$ cat src/include/stack_cpu_defines.svh
// constants of the stack processor sequencer: widths, depths, opcodes, vectors
`ifndef STACK_CPU_DEFINES_SVH
`define STACK_CPU_DEFINES_SVH

`define CPU_WORD_W        24
`define CPU_OP_W          6
`define CPU_CORE_OP_W     5
`define CPU_IO_ADDR_W     4
`define CPU_IO_FLAG_BIT   5
`define CPU_IO_WRITE_BIT  4
`define CPU_BRANCH_W      18
`define CPU_IRQ_N         7
`define CPU_IRQ_IDX_W     3
`define CPU_DSTACK_DEPTH  16
`define CPU_RSTACK_DEPTH  32
`define CPU_RESET_PC      24'h000000
`define CPU_IRQ_VEC_BASE  24'h000001
`define CPU_RESET_WORD    24'h000000

`define OP_JUMP           5'h00
`define OP_RETURN         5'h01
`define OP_BRANCH_IF_ZERO 5'h02
`define OP_BRANCH_NO_CY   5'h03
`define OP_CALL           5'h04
`define OP_LOOP_NEXT      5'h05
`define OP_REPEAT_WORD    5'h06
`define OP_INTERRUPT_EXIT 5'h07
`define OP_ROTATE8        5'h08
`define OP_LOAD_INC       5'h09
`define OP_LITERAL        5'h0A
`define OP_STORE_INC      5'h0B
`define OP_LOAD           5'h0C
`define OP_STORE          5'h0D
`define OP_RESERVED       5'h0E
`define OP_STORE_ALT      5'h0F
`define OP_COMPLEMENT     5'h10
`define OP_SHIFT_LEFT     5'h11
`define OP_RIGHT_SHIFT    5'h12
`define OP_MUL_STEP       5'h13
`define OP_XOR            5'h14
`define OP_AND            5'h15
`define OP_NIP            5'h16
`define OP_ADD            5'h17
`define OP_POP_RET        5'h18
`define OP_FETCH_ADDR     5'h19
`define OP_DUP            5'h1A
`define OP_OVER           5'h1B
`define OP_PUSH_RET       5'h1C
`define OP_SET_ADDR       5'h1D
`define OP_IDLE           5'h1E
`define OP_DROP           5'h1F

`endif

$ cat src/include/stack_cpu_pkg.sv
// types shared by the stack processor sequencer and its stacks
package stack_cpu_pkg;
`include "stack_cpu_defines.svh"

    typedef logic [`CPU_WORD_W-1:0] word_t;

    typedef enum logic [2:0] {
        SLOT_FETCH,
        SLOT_EXEC0,
        SLOT_EXEC1,
        SLOT_EXEC2,
        SLOT_EXEC3,
        SLOT_IRQ
    } slot_t;

    typedef struct packed {
        slot_t slot;
        word_t a;
        word_t i;
        word_t p;
        word_t r;
        word_t t;
        logic  carry;
        logic  irqMasked;
        logic  serialOut;
    } cpu_state_t;

    typedef struct packed {
        word_t addr;
        word_t wrData;
        logic  wrEn_b;
    } mem_req_t;

    typedef struct packed {
        logic [`CPU_IO_ADDR_W-1:0] addr;
        word_t                     wrData;
        logic                      wr;
        logic                      rd;
    } io_req_t;

endpackage : stack_cpu_pkg

$ cat src/core/lifo_stack.sv
// shift-register stack sitting below a top-of-stack register
`timescale 1ns/1ns
`include "stack_cpu_defines.svh"
module lifo_stack
    import stack_cpu_pkg::*;
#(
    parameter int DEPTH = `CPU_DSTACK_DEPTH
) (
    // clock and reset
    input  wire logic  clock,
    input  wire logic  rst_b,
    // stack control
    input  wire logic  push,
    input  wire logic  pop,
    input  wire word_t pushData,
    output word_t      top
);

    typedef struct packed {
        logic [DEPTH-1:0][`CPU_WORD_W-1:0] entry;
    } stack_state_t;

    stack_state_t q;
    stack_state_t d;

    // push and pop together replace the top entry in place
    always_comb begin
        d = q;
        if (push && pop) begin
            d.entry[0] = pushData;
        end else if (push) begin
            // overflow silently drops the bottom entry
            d.entry = {q.entry[DEPTH-2:0], pushData};
        end else if (pop) begin
            // underflow reads zero: the bottom refills with the reset word
            d.entry = {`CPU_RESET_WORD, q.entry[DEPTH-1:1]};
        end
    end

    always_ff @(posedge clock or negedge rst_b) begin
        if (!rst_b) begin
            q <= '0;
        end else begin
            q <= d;
        end
    end

    assign top = q.entry[0];

endmodule : lifo_stack

$ cat src/core/stack_cpu_sequencer.sv
// fetch, slot sequencing and execution core of the 24-bit dual-stack processor
`timescale 1ns/1ns
`include "stack_cpu_defines.svh"

// Functional notes
// - four 6-bit instructions per fetched word
// - top bit set: io bus read/write access
// - top bit clear: five-bit core opcode decode
// - data stack 17 deep, return 33
// - main registers are 24 bits wide
// - carry in own flip-flop until changed
// - memory read: address from A into T
// - memory write: address A, data T
// - slot counter picks instruction; rising edge updates
// - reset clears all; start at zero
// - idle or return forces fetch slot next
// - pending interrupt adds slot after fourth slot
// - seven prioritized lines, line zero vectors one
// - taking an interrupt disables further servicing
// - right shift keeps bit 23, shifts down
// - right shift: bit0 out, serial in carry
// - branches act only in first slot
// - branch replaces low 18 address bits
module stack_cpu_sequencer
    import stack_cpu_pkg::*;
(
    // clock and reset
    input  wire logic                  clock,
    input  wire logic                  rst_b,
    // program and data memory
    output mem_req_t                   memReq,
    input  wire word_t                 memRdData,
    // io bus
    output io_req_t                    ioReq,
    input  wire word_t                 ioRdData,
    // interrupt requests, line zero highest
    input  wire logic [`CPU_IRQ_N-1:0] irqReq,
    // serial pins
    input  wire logic                  serialIn,
    output logic                       serialOut
);

    cpu_state_t q;
    cpu_state_t d;

    logic                       dPush;
    logic                       dPop;
    logic                       rPush;
    logic                       rPop;
    word_t                      sTop;
    word_t                      rTop;
    logic [`CPU_OP_W-1:0]       curOp;
    logic [`CPU_CORE_OP_W-1:0]  coreOp;
    logic                       inFirst;
    word_t                      target;
    logic [`CPU_WORD_W:0]       sum;
    logic [`CPU_WORD_W:0]       mulStep;
    logic                       irqAny;
    logic [`CPU_IRQ_IDX_W-1:0]  irqIdx;
    word_t                      irqVector;
    slot_t                      afterSlot;

    // stacks below T and R; T and R make the 17th and 33rd levels
    lifo_stack #(
        .DEPTH    (`CPU_DSTACK_DEPTH)
    ) dataStack (
        .clock    (clock),
        .rst_b    (rst_b),
        .push     (dPush),
        .pop      (dPop),
        .pushData (q.t),
        .top      (sTop)
    );

    lifo_stack #(
        .DEPTH    (`CPU_RSTACK_DEPTH)
    ) returnStack (
        .clock    (clock),
        .rst_b    (rst_b),
        .push     (rPush),
        .pop      (rPop),
        .pushData (q.r),
        .top      (rTop)
    );

    // slot counter selects the 6-bit field, first slot in the top bits
    always_comb begin
        unique case (q.slot)
            SLOT_EXEC0: curOp = q.i[23:18];
            SLOT_EXEC1: curOp = q.i[17:12];
            SLOT_EXEC2: curOp = q.i[11:6];
            SLOT_EXEC3: curOp = q.i[5:0];
            default:    curOp = `CPU_OP_W'(`OP_IDLE);
        endcase
    end

    assign coreOp  = curOp[`CPU_CORE_OP_W-1:0];
    assign inFirst = (q.slot == SLOT_EXEC0);
    assign target  = {q.p[`CPU_WORD_W-1:`CPU_BRANCH_W], q.i[`CPU_BRANCH_W-1:0]};
    assign sum     = {1'b0, sTop} + {1'b0, q.t};
    assign mulStep = q.t[0] ? sum : {1'b0, q.t};

    // lowest-numbered pending line wins
    always_comb begin
        irqAny = 1'b0;
        irqIdx = '0;
        for (int k = `CPU_IRQ_N-1; k >= 0; k--) begin
            if (irqReq[k]) begin
                irqAny = 1'b1;
                irqIdx = `CPU_IRQ_IDX_W'(k);
            end
        end
    end

    assign irqVector = `CPU_IRQ_VEC_BASE + `CPU_WORD_W'(irqIdx);

    // interrupt slot only ever follows the fourth execution slot
    always_comb begin
        unique case (q.slot)
            SLOT_EXEC0: afterSlot = SLOT_EXEC1;
            SLOT_EXEC1: afterSlot = SLOT_EXEC2;
            SLOT_EXEC2: afterSlot = SLOT_EXEC3;
            SLOT_EXEC3: afterSlot = (irqAny && !q.irqMasked) ? SLOT_IRQ : SLOT_FETCH;
            default:    afterSlot = SLOT_FETCH;
        endcase
    end

    always_comb begin
        d              = q;
        dPush          = 1'b0;
        dPop           = 1'b0;
        rPush          = 1'b0;
        rPop           = 1'b0;
        memReq.addr    = q.a;
        memReq.wrData  = q.t;
        memReq.wrEn_b  = 1'b1;
        ioReq.addr     = curOp[`CPU_IO_ADDR_W-1:0];
        ioReq.wrData   = q.t;
        ioReq.wr       = 1'b0;
        ioReq.rd       = 1'b0;
        unique case (q.slot)
            SLOT_FETCH: begin
                memReq.addr = q.p;
                d.i         = memRdData;
                d.p         = q.p + `CPU_WORD_W'(1);
                d.slot      = SLOT_EXEC0;
            end
            SLOT_IRQ: begin
                rPush       = 1'b1;
                d.r         = q.p;
                d.p         = irqVector;
                d.irqMasked = 1'b1;
                d.slot      = SLOT_FETCH;
            end
            // execution slots; an illegal slot code decodes as idle and refetches
            default: begin
                d.slot = afterSlot;
                if (curOp[`CPU_IO_FLAG_BIT]) begin
                    // io write consumes T, io read pushes the answer
                    if (curOp[`CPU_IO_WRITE_BIT]) begin
                        ioReq.wr = 1'b1;
                        d.t      = sTop;
                        dPop     = 1'b1;
                    end else begin
                        ioReq.rd = 1'b1;
                        dPush    = 1'b1;
                        d.t      = ioRdData;
                    end
                end else begin
                    unique case (coreOp)
                        `OP_JUMP: begin
                            if (inFirst) begin
                                d.p    = target;
                                d.slot = SLOT_FETCH;
                            end
                        end
                        `OP_BRANCH_IF_ZERO: begin
                            if (inFirst) begin
                                if (q.t == `CPU_RESET_WORD) begin
                                    d.p = target;
                                end
                                d.t    = sTop;
                                dPop   = 1'b1;
                                d.slot = SLOT_FETCH;
                            end
                        end
                        `OP_BRANCH_NO_CY: begin
                            if (inFirst) begin
                                if (!q.carry) begin
                                    d.p = target;
                                end
                                d.slot = SLOT_FETCH;
                            end
                        end
                        `OP_CALL: begin
                            if (inFirst) begin
                                rPush  = 1'b1;
                                d.r    = q.p;
                                d.p    = target;
                                d.slot = SLOT_FETCH;
                            end
                        end
                        `OP_LOOP_NEXT: begin
                            if (inFirst) begin
                                if (q.r != `CPU_RESET_WORD) begin
                                    d.p = target;
                                    d.r = q.r - `CPU_WORD_W'(1);
                                end else begin
                                    d.r  = rTop;
                                    rPop = 1'b1;
                                end
                                d.slot = SLOT_FETCH;
                            end
                        end
                        `OP_REPEAT_WORD: begin
                            // reruns the cached word without a new fetch
                            if (q.r != `CPU_RESET_WORD) begin
                                d.r    = q.r - `CPU_WORD_W'(1);
                                d.slot = SLOT_EXEC0;
                            end else begin
                                d.r  = rTop;
                                rPop = 1'b1;
                            end
                        end
                        `OP_RETURN: begin
                            d.p    = q.r;
                            d.r    = rTop;
                            rPop   = 1'b1;
                            d.slot = SLOT_FETCH;
                        end
                        `OP_INTERRUPT_EXIT: begin
                            d.p         = q.r;
                            d.r         = rTop;
                            rPop        = 1'b1;
                            d.irqMasked = 1'b0;
                            d.slot      = SLOT_FETCH;
                        end
                        `OP_IDLE:       d.slot = SLOT_FETCH;
                        `OP_ROTATE8:    d.t = {q.t[7:0], q.t[23:8]};
                        `OP_LOAD_INC: begin
                            dPush = 1'b1;
                            d.t   = memRdData;
                            d.a   = q.a + `CPU_WORD_W'(1);
                        end
                        `OP_LOAD: begin
                            dPush = 1'b1;
                            d.t   = memRdData;
                        end
                        `OP_LITERAL: begin
                            // literal sits in the word after the current one
                            memReq.addr = q.p;
                            dPush       = 1'b1;
                            d.t         = memRdData;
                            d.p         = q.p + `CPU_WORD_W'(1);
                        end
                        `OP_STORE,
                        `OP_STORE_ALT,
                        `OP_STORE_INC: begin
                            memReq.wrEn_b = 1'b0;
                            d.t           = sTop;
                            dPop          = 1'b1;
                            if (coreOp == `OP_STORE_INC) begin
                                d.a = q.a + `CPU_WORD_W'(1);
                            end
                        end
                        `OP_RESERVED:   d.slot = afterSlot;
                        `OP_COMPLEMENT: d.t = ~q.t;
                        `OP_SHIFT_LEFT: begin
                            d.carry = q.t[23];
                            d.t     = {q.t[22:0], 1'b0};
                        end
                        `OP_RIGHT_SHIFT: begin
                            d.t         = {q.t[23], q.t[23:1]};
                            d.serialOut = q.t[0];
                            d.carry     = serialIn;
                        end
                        `OP_MUL_STEP: begin
                            d.t     = mulStep[`CPU_WORD_W:1];
                            d.carry = mulStep[0];
                        end
                        `OP_XOR: begin
                            d.t  = sTop ^ q.t;
                            dPop = 1'b1;
                        end
                        `OP_AND: begin
                            d.t  = sTop & q.t;
                            dPop = 1'b1;
                        end
                        `OP_NIP:        dPop = 1'b1;
                        `OP_ADD: begin
                            d.t     = sum[`CPU_WORD_W-1:0];
                            d.carry = sum[`CPU_WORD_W];
                            dPop    = 1'b1;
                        end
                        `OP_POP_RET: begin
                            dPush = 1'b1;
                            d.t   = q.r;
                            d.r   = rTop;
                            rPop  = 1'b1;
                        end
                        `OP_FETCH_ADDR: begin
                            dPush = 1'b1;
                            d.t   = q.a;
                        end
                        `OP_DUP:        dPush = 1'b1;
                        `OP_OVER: begin
                            dPush = 1'b1;
                            d.t   = sTop;
                        end
                        `OP_PUSH_RET: begin
                            rPush = 1'b1;
                            d.r   = q.t;
                            d.t   = sTop;
                            dPop  = 1'b1;
                        end
                        `OP_SET_ADDR: begin
                            d.a  = q.t;
                            d.t  = sTop;
                            dPop = 1'b1;
                        end
                        `OP_DROP: begin
                            d.t  = sTop;
                            dPop = 1'b1;
                        end
                    endcase
                end
            end
        endcase
    end

    // all registers load on the rising edge; reset leaves P at zero
    always_ff @(posedge clock or negedge rst_b) begin
        if (!rst_b) begin
            q <= '0;
        end else begin
            q <= d;
        end
    end

    assign serialOut = q.serialOut;

endmodule : stack_cpu_sequencer

$ cat config.mk
export PLATFORM = sky130hd
export DESIGN_NAME = stack_cpu_sequencer
export DESIGN_NICKNAME = d
export VERILOG_FILES = /design/src/include/stack_cpu_pkg.sv /design/src/core/lifo_stack.sv /design/src/core/stack_cpu_sequencer.sv
export VERILOG_INCLUDE_DIRS = /design/src /design/src/include
export SDC_FILE = /design/constraint.sdc
export NUM_CORES = 2
export LEC_CHECK = 0
export ABC_AREA = 1
export BUFFER_PORTS_ARGS = -buffer_cell sky130_fd_sc_hd__buf_2
export CAP_MARGIN = 20
export CELL_PAD_IN_SITES_DETAIL_PLACEMENT = 0
export CELL_PAD_IN_SITES_GLOBAL_PLACEMENT = 1
export CORE_MARGIN = 5
export CORE_UTILIZATION = 40
export CTS_CLUSTER_SIZE = 25
export DETAILED_ROUTE_END_ITERATION = 8
export GPL_TIMING_DRIVEN = 0
export PLACE_DENSITY = 0.71
export SETUP_SLACK_MARGIN = 0.3
export SYNTH_ARGS = -nofsm -noshare
export SYNTH_HDL_FRONTEND = slang
export SYNTH_HIERARCHICAL = 1
export SYNTH_SLANG_ARGS = --single-unit
$ cat constraint.sdc
create_clock -name clock -period 7.45 [get_ports clock]
set_clock_uncertainty 0.1 [all_clocks]
set_input_delay 0 -clock clock [delete_from_list [all_inputs] [get_ports clock]]
set_output_delay 0 -clock clock [all_outputs]
set_load 0.02 [all_outputs]
## After elaboration in Yosys (flattened, before gate mapping)

Cells that the tools add are included.

| word-level totals | value |
|---|---|
| register bits after elaboration | 1278 |
| bits of input ports | 58 |
| output and inout port bits | 80 |
| word-level logic and storage cells | 247 |

| operators by class | value |
|---|---|
| add/sub/neg operators | 5 |
| equal/unequal tests | 55 |
| multiplexer cells | 79 |
| bitwise gates (word level) | 8 |
| reductions and logical operators | 41 |

Operators by type and width:

| kind | count |
|---|---|
| 768-bit two-way mux | 2 |
| 384-bit two-way mux | 2 |
| 24-bit case mux with 13 select lines | 1 |
| 24-bit two-way mux | 10 |
| 24-bit case mux with 7 select lines | 1 |
| 24-bit case mux with 2 select lines | 3 |
| 24-bit case mux with 5 select lines | 1 |
| 48-bit two-way mux | 2 |
| 18-bit two-way mux | 5 |
| 5-bit equality test, second input constant | 16 |
| 24-bit case mux with 3 select lines | 1 |
| 24-bit by 1-bit adder with 24-bit output, second input constant | 2 |
| 42-bit two-way mux | 1 |
| 5-bit by 4-bit equality test with 1-bit output, second input constant | 7 |
| 4-bit != test, second input constant | 8 |
| 3-bit two-way mux | 10 |
| 27-bit two-way mux | 1 |
| 24-bit by 24-bit adder with 25-bit output | 1 |
| 1-bit two-way mux | 25 |
| 25-bit two-way mux | 1 |
| 24-bit AND | 1 |
| 24-bit logical NOT | 1 |
| 3-bit != test, second input constant | 8 |
| 24-bit inverter | 1 |
| 44 further kinds | 77 |

## Logic depth before layout (Yosys ltp)

| logic depth | value |
|---|---|
| depth after elaboration | 14 |
| mapped depth | 26 |
| depth with buffers taken out | 20 |

## By module

Netlist, hierarchy kept.

By module, submodules not included:

| module | instances | cells each | area each (um^2) |
|---|---|---|---|
| lifo_stack at returnStack | 1 | 5695 | 39371.5 |
| lifo_stack at dataStack | 1 | 2836 | 19759.0 |
| stack_cpu_sequencer | 1 | 2522 | 14781.7 |

## Least setup slack after synthesis

OpenSTA, ideal clock, no wires.

| timing path | value |
|---|---|
| path type | register -> register |
| start | reg q[125] (netlist name) |
| end | reg dataStack/q[100] in the netlist's numbering |
| arrival time | 3.413 ns |
| required time | 7.285 ns |
| slack | 3.872 ns |
| stages on the path, launching flop included | 26 |
| path buffers | 10 |
| period minus slack after synthesis | 3.578 ns |
| cells stage by stage | dfrtp_1 -> buf_4 -> inv_2 -> buf_6 -> nand4_1 -> nand2_2 -> inv_2 -> nand2_2 -> nor2_2 -> buf_4 -> clkbuf_1 -> nand2_1 -> nand2_1 -> o41ai_1 -> inv_1 -> buf_4 -> inv_4 -> buf_2 -> ha_1 -> buf_2 -> inv_2 -> buf_6 -> buf_6 -> buf_6 -> nand2_1 -> nand2_1 |

RTL lines:

| item | RTL line | source |
|---|---|---|
| to (signal assigned) | lifo_stack.sv:42 | `q <= '0;` |
| to (signal assigned) | lifo_stack.sv:44 | `q <= d;` |
| to (decl) | lifo_stack.sv:23 | `stack_state_t q;` |

==> results.yml <==
status:
  outcome: "finished clean"
sta:
  setup_violations: 0
  finalWorstSetupSlack_ps: 1717
  drv_slew: 0
  worst_slew_pin_slew_ps: 1216
  rsz0062_at_grt: "false"
  tns_ps: 0
  period_minus_slack_ps: 5733
  relSlewSlack_pct: 18.91
  timing.final.crit_share_pct: 76.96
  hold_viol: 0
  fmax_mhz: 174.4
synth:
  synth-compound-area-share_pct: 3.970
  async_reset_ff_share_pct: 100.0
  ys_seq_elements: 1278
  synth_edf_count: 0
  avgSynthCellArea_sq_um: 6.687
  ys_warn_count: 6
  syn-num-nets: 11140
  yosys.area_share.xor_xnor_pct: 0.5214
  synth-simple-area-share_pct: 38.59
  netlist-cell-type-count: 54
  synth_fa_ha_area_share_pct: 0.5519
  yosys_most_used_dff: "dfrtp_1"
  synthCells: 11050
  synth_area_sq_mm: 0.07391
  synth_top_family_by_area: "simple AND/OR/NAND/NOR gates"
  synth_mux_area_share_pct: 0.02709
  ys_seq_area_share_pct: 43.27
drt:
  via_per_inst: 5.075
  wl_per_cell_um: 20.28
  wirelength_um: 284800
  final_antenna_net_count: 0
  initialDrtViolationCount: 6771
  drc_errors: 0
  vias: 71280
  dr.pass1.iters: 6
flow_run:
  max_cap_violations: 0
clock_network:
  cts-root-buf: "clkbuf_16"
  hold_buffers: 83
  cts_tree: "done"
  clk_latency_ps: 810
  post_cts_buffers: 0
  path_clk_slew_ps: 60
  cts_resized: 0
  cts_buffers: 157
  cts.sinks: 1278
  cts_max_level: 4
  clk_path_buf_depth: 3
place:
  place_ws_ps: 1786
  gp_congestion: 1.027
  hpwl_um: 218200
  port_buffers: 137
final_layout:
  layout-drive-gt1-share_pct: 9.616
  seqCellArea_sq_mm: 0.03198
  multiInputGateArea_sq_mm: 0.03227
  num-nets-final: 11540
  nFillCells: 19580
  area_growth_pct: 13.81
floorplanning:
  die_h_um: 439.9
  die_area_sq_mm: 0.1935
  initial_core_util_pct: 40.28
  io_pins: 138
  rows: 157
  die_w_um: 439.9
  fp.coreArea_sq_mm: 0.1835
global_routing:
  grt_max_degree: 159
  antenna_found_initial: 7
  grt_pass1_wl_um: 435100
  grt_pass1_vias: 70060
  grt_util_all_layers_pct: 29.05
  grt_overflow: 0
worst_setup_path:
  worstPathRequired_ps: 8100
  crit_fanout: 10
  r2r_cells: 22
  rr_startpoint: "q[123]"
  cp.arrival_ps: 6390
  slowest_delay_ps: 620
  crit_end: "returnStack/q[208]"
  cp_cell_sequence: "buf_4 > inv_2 > nor2_2 > inv_2 > nor2_1 > inv_2 > o21ai_1 > nor2_2 > clkbuf_1 > nand2_1 > nand2_1 > buf_2 > inv_2 > buf_4 > buf_2 > ha_1 > buf_2 > clkinv_2 > buf_4 > clkbuf_1 > nand2_1 > nand2_1"
  crit_path_start: "q[123]"
  end_kind: "flip-flop"
  regToRegEndpoint: "returnStack/q[208]"
  cp-start-kind: "flip-flop"
  crit_type: "reg2reg"
  critical-path-slowest-cell: "clkbuf_1"
  rrSetupSlack_ps: 1720
min_path:
  min_path_type: "in2reg"
-- layout make-up --
type | instances | share of cell area [%]
antenna | 6 | 0.01785
buffer | 717 | 4.871
clock buffer | 234 | 5.565
clock inverter | 52 | 0.6143
inverter | 1481 | 6.616
multi-input combinational | 7577 | 38.36
sequential | 1278 | 38.02
tap | 2464 | 3.665
timing repair buffer | 235 | 2.270
-- per-stage QoR --
stage	cell area, sq um	hold slack, ps	cells	utilization, %
final	84120	94.51	14040	45.85
after global routing	84100	100.5	14040	45.84
after CTS	84100	10.03	14040	45.84
after global placement	77680	152.2	13650	42.34
after floorplan	73910	-395.6	11050	-
after detailed placement	78070	100.1	13670	42.55
-- worst min-delay path by stage --
stage	from	end	cells after the start
after floorplan	rst_b	dataStack/q[100]	0
after global placement	memRdData[1]	q[76]	3
after detailed placement	rst_b	dataStack/q[375]	2
after CTS	irqReq[3]	q[53]	8
after global routing	irqReq[3]	q[53]	8
final	irqReq[3]	q[53]	8
-- cell usage in the layout, fill, tap and decap left out, drive strengths merged, types with 31 or more instances in the layout --
master and instances:
nor2 273, nand4 95, dfrtp 1278, nand2 5213, o21ai 284, dlygate4sd3 83
clkinv 42, ha 31, nand3 1353, xor2 43, a21oi 111, buf 781
inv 1487, clkbuf 322, o211ai 32
-- synthesized netlist by cell type, types with 14 or more instances --
master	instances	area share (%)
a22oi_1	20	0.20
nor3_1	23	0.16
nand3_1	1347	9.1
nand2_1	5190	26
nor2_1	250	1.3
dfrtp_1	1278	43
nand4_1	95	0.80
xor2_1	43	0.51
buf_6	33	0.50
clkbuf_1	87	0.44
buf_2	428	2.9
o221ai_1	24	0.28
nor2_2	14	0.12
a22o_1	17	0.20
buf_4	163	1.7
o21ai_1	42	0.28
nand2_2	17	0.14
o21ai_0	242	1.6
o211ai_1	32	0.33
inv_1	1452	7.4
ha_1	31	0.52
inv_2	24	0.12
a21oi_1	110	0.74
-- layer usage --
| metal | vias to the layer above | GRT usage (%) | wire length (um) |
|---|---|---|---|
| met5 | - | 0 | 13 |
| met4 | 2 | 11.97 | 13270 |
| met3 | 503 | 4.279 | 15920 |
| met2 | 2063 | 46.18 | 128400 |
| met1 | 34230 | 39.78 | 127100 |
| li1 | 34480 | - | - |
-- registers in the layout, indices dropped and copies added, names as in the netlist --
register and cells:
ioReq 24, dataStack/top 24, serialOut 1, returnStack/top 24
q 101, dataStack/q 360, returnStack/q 744
-- worst max-delay path, delay by kind of cell, from the launching register on --
family | cells | cell delay (ps)
buffers and inverters | 13 | 3420
AND/OR/NAND/NOR | 7 | 1350
flip-flops | 1 | 360
adder cells (fa/ha/maj) | 1 | 340
AO/OA/AOI/OAI | 1 | 90
-- kinds of logic (layout without fill, tap and decap cells) --
group	count (synthesis)	in the layout
flops	1278	1278
mux	2	2
buf+inv	2198	2719
fa+ha+maj	32	32
compound gates	514	514
other cells	0	6
xor+xnor	44	44
simple gates	6985	6985
Power is left out: the tool's default activity adds up to more than one toggle a clock period on the data nets, which glitch-free logic cannot reach.
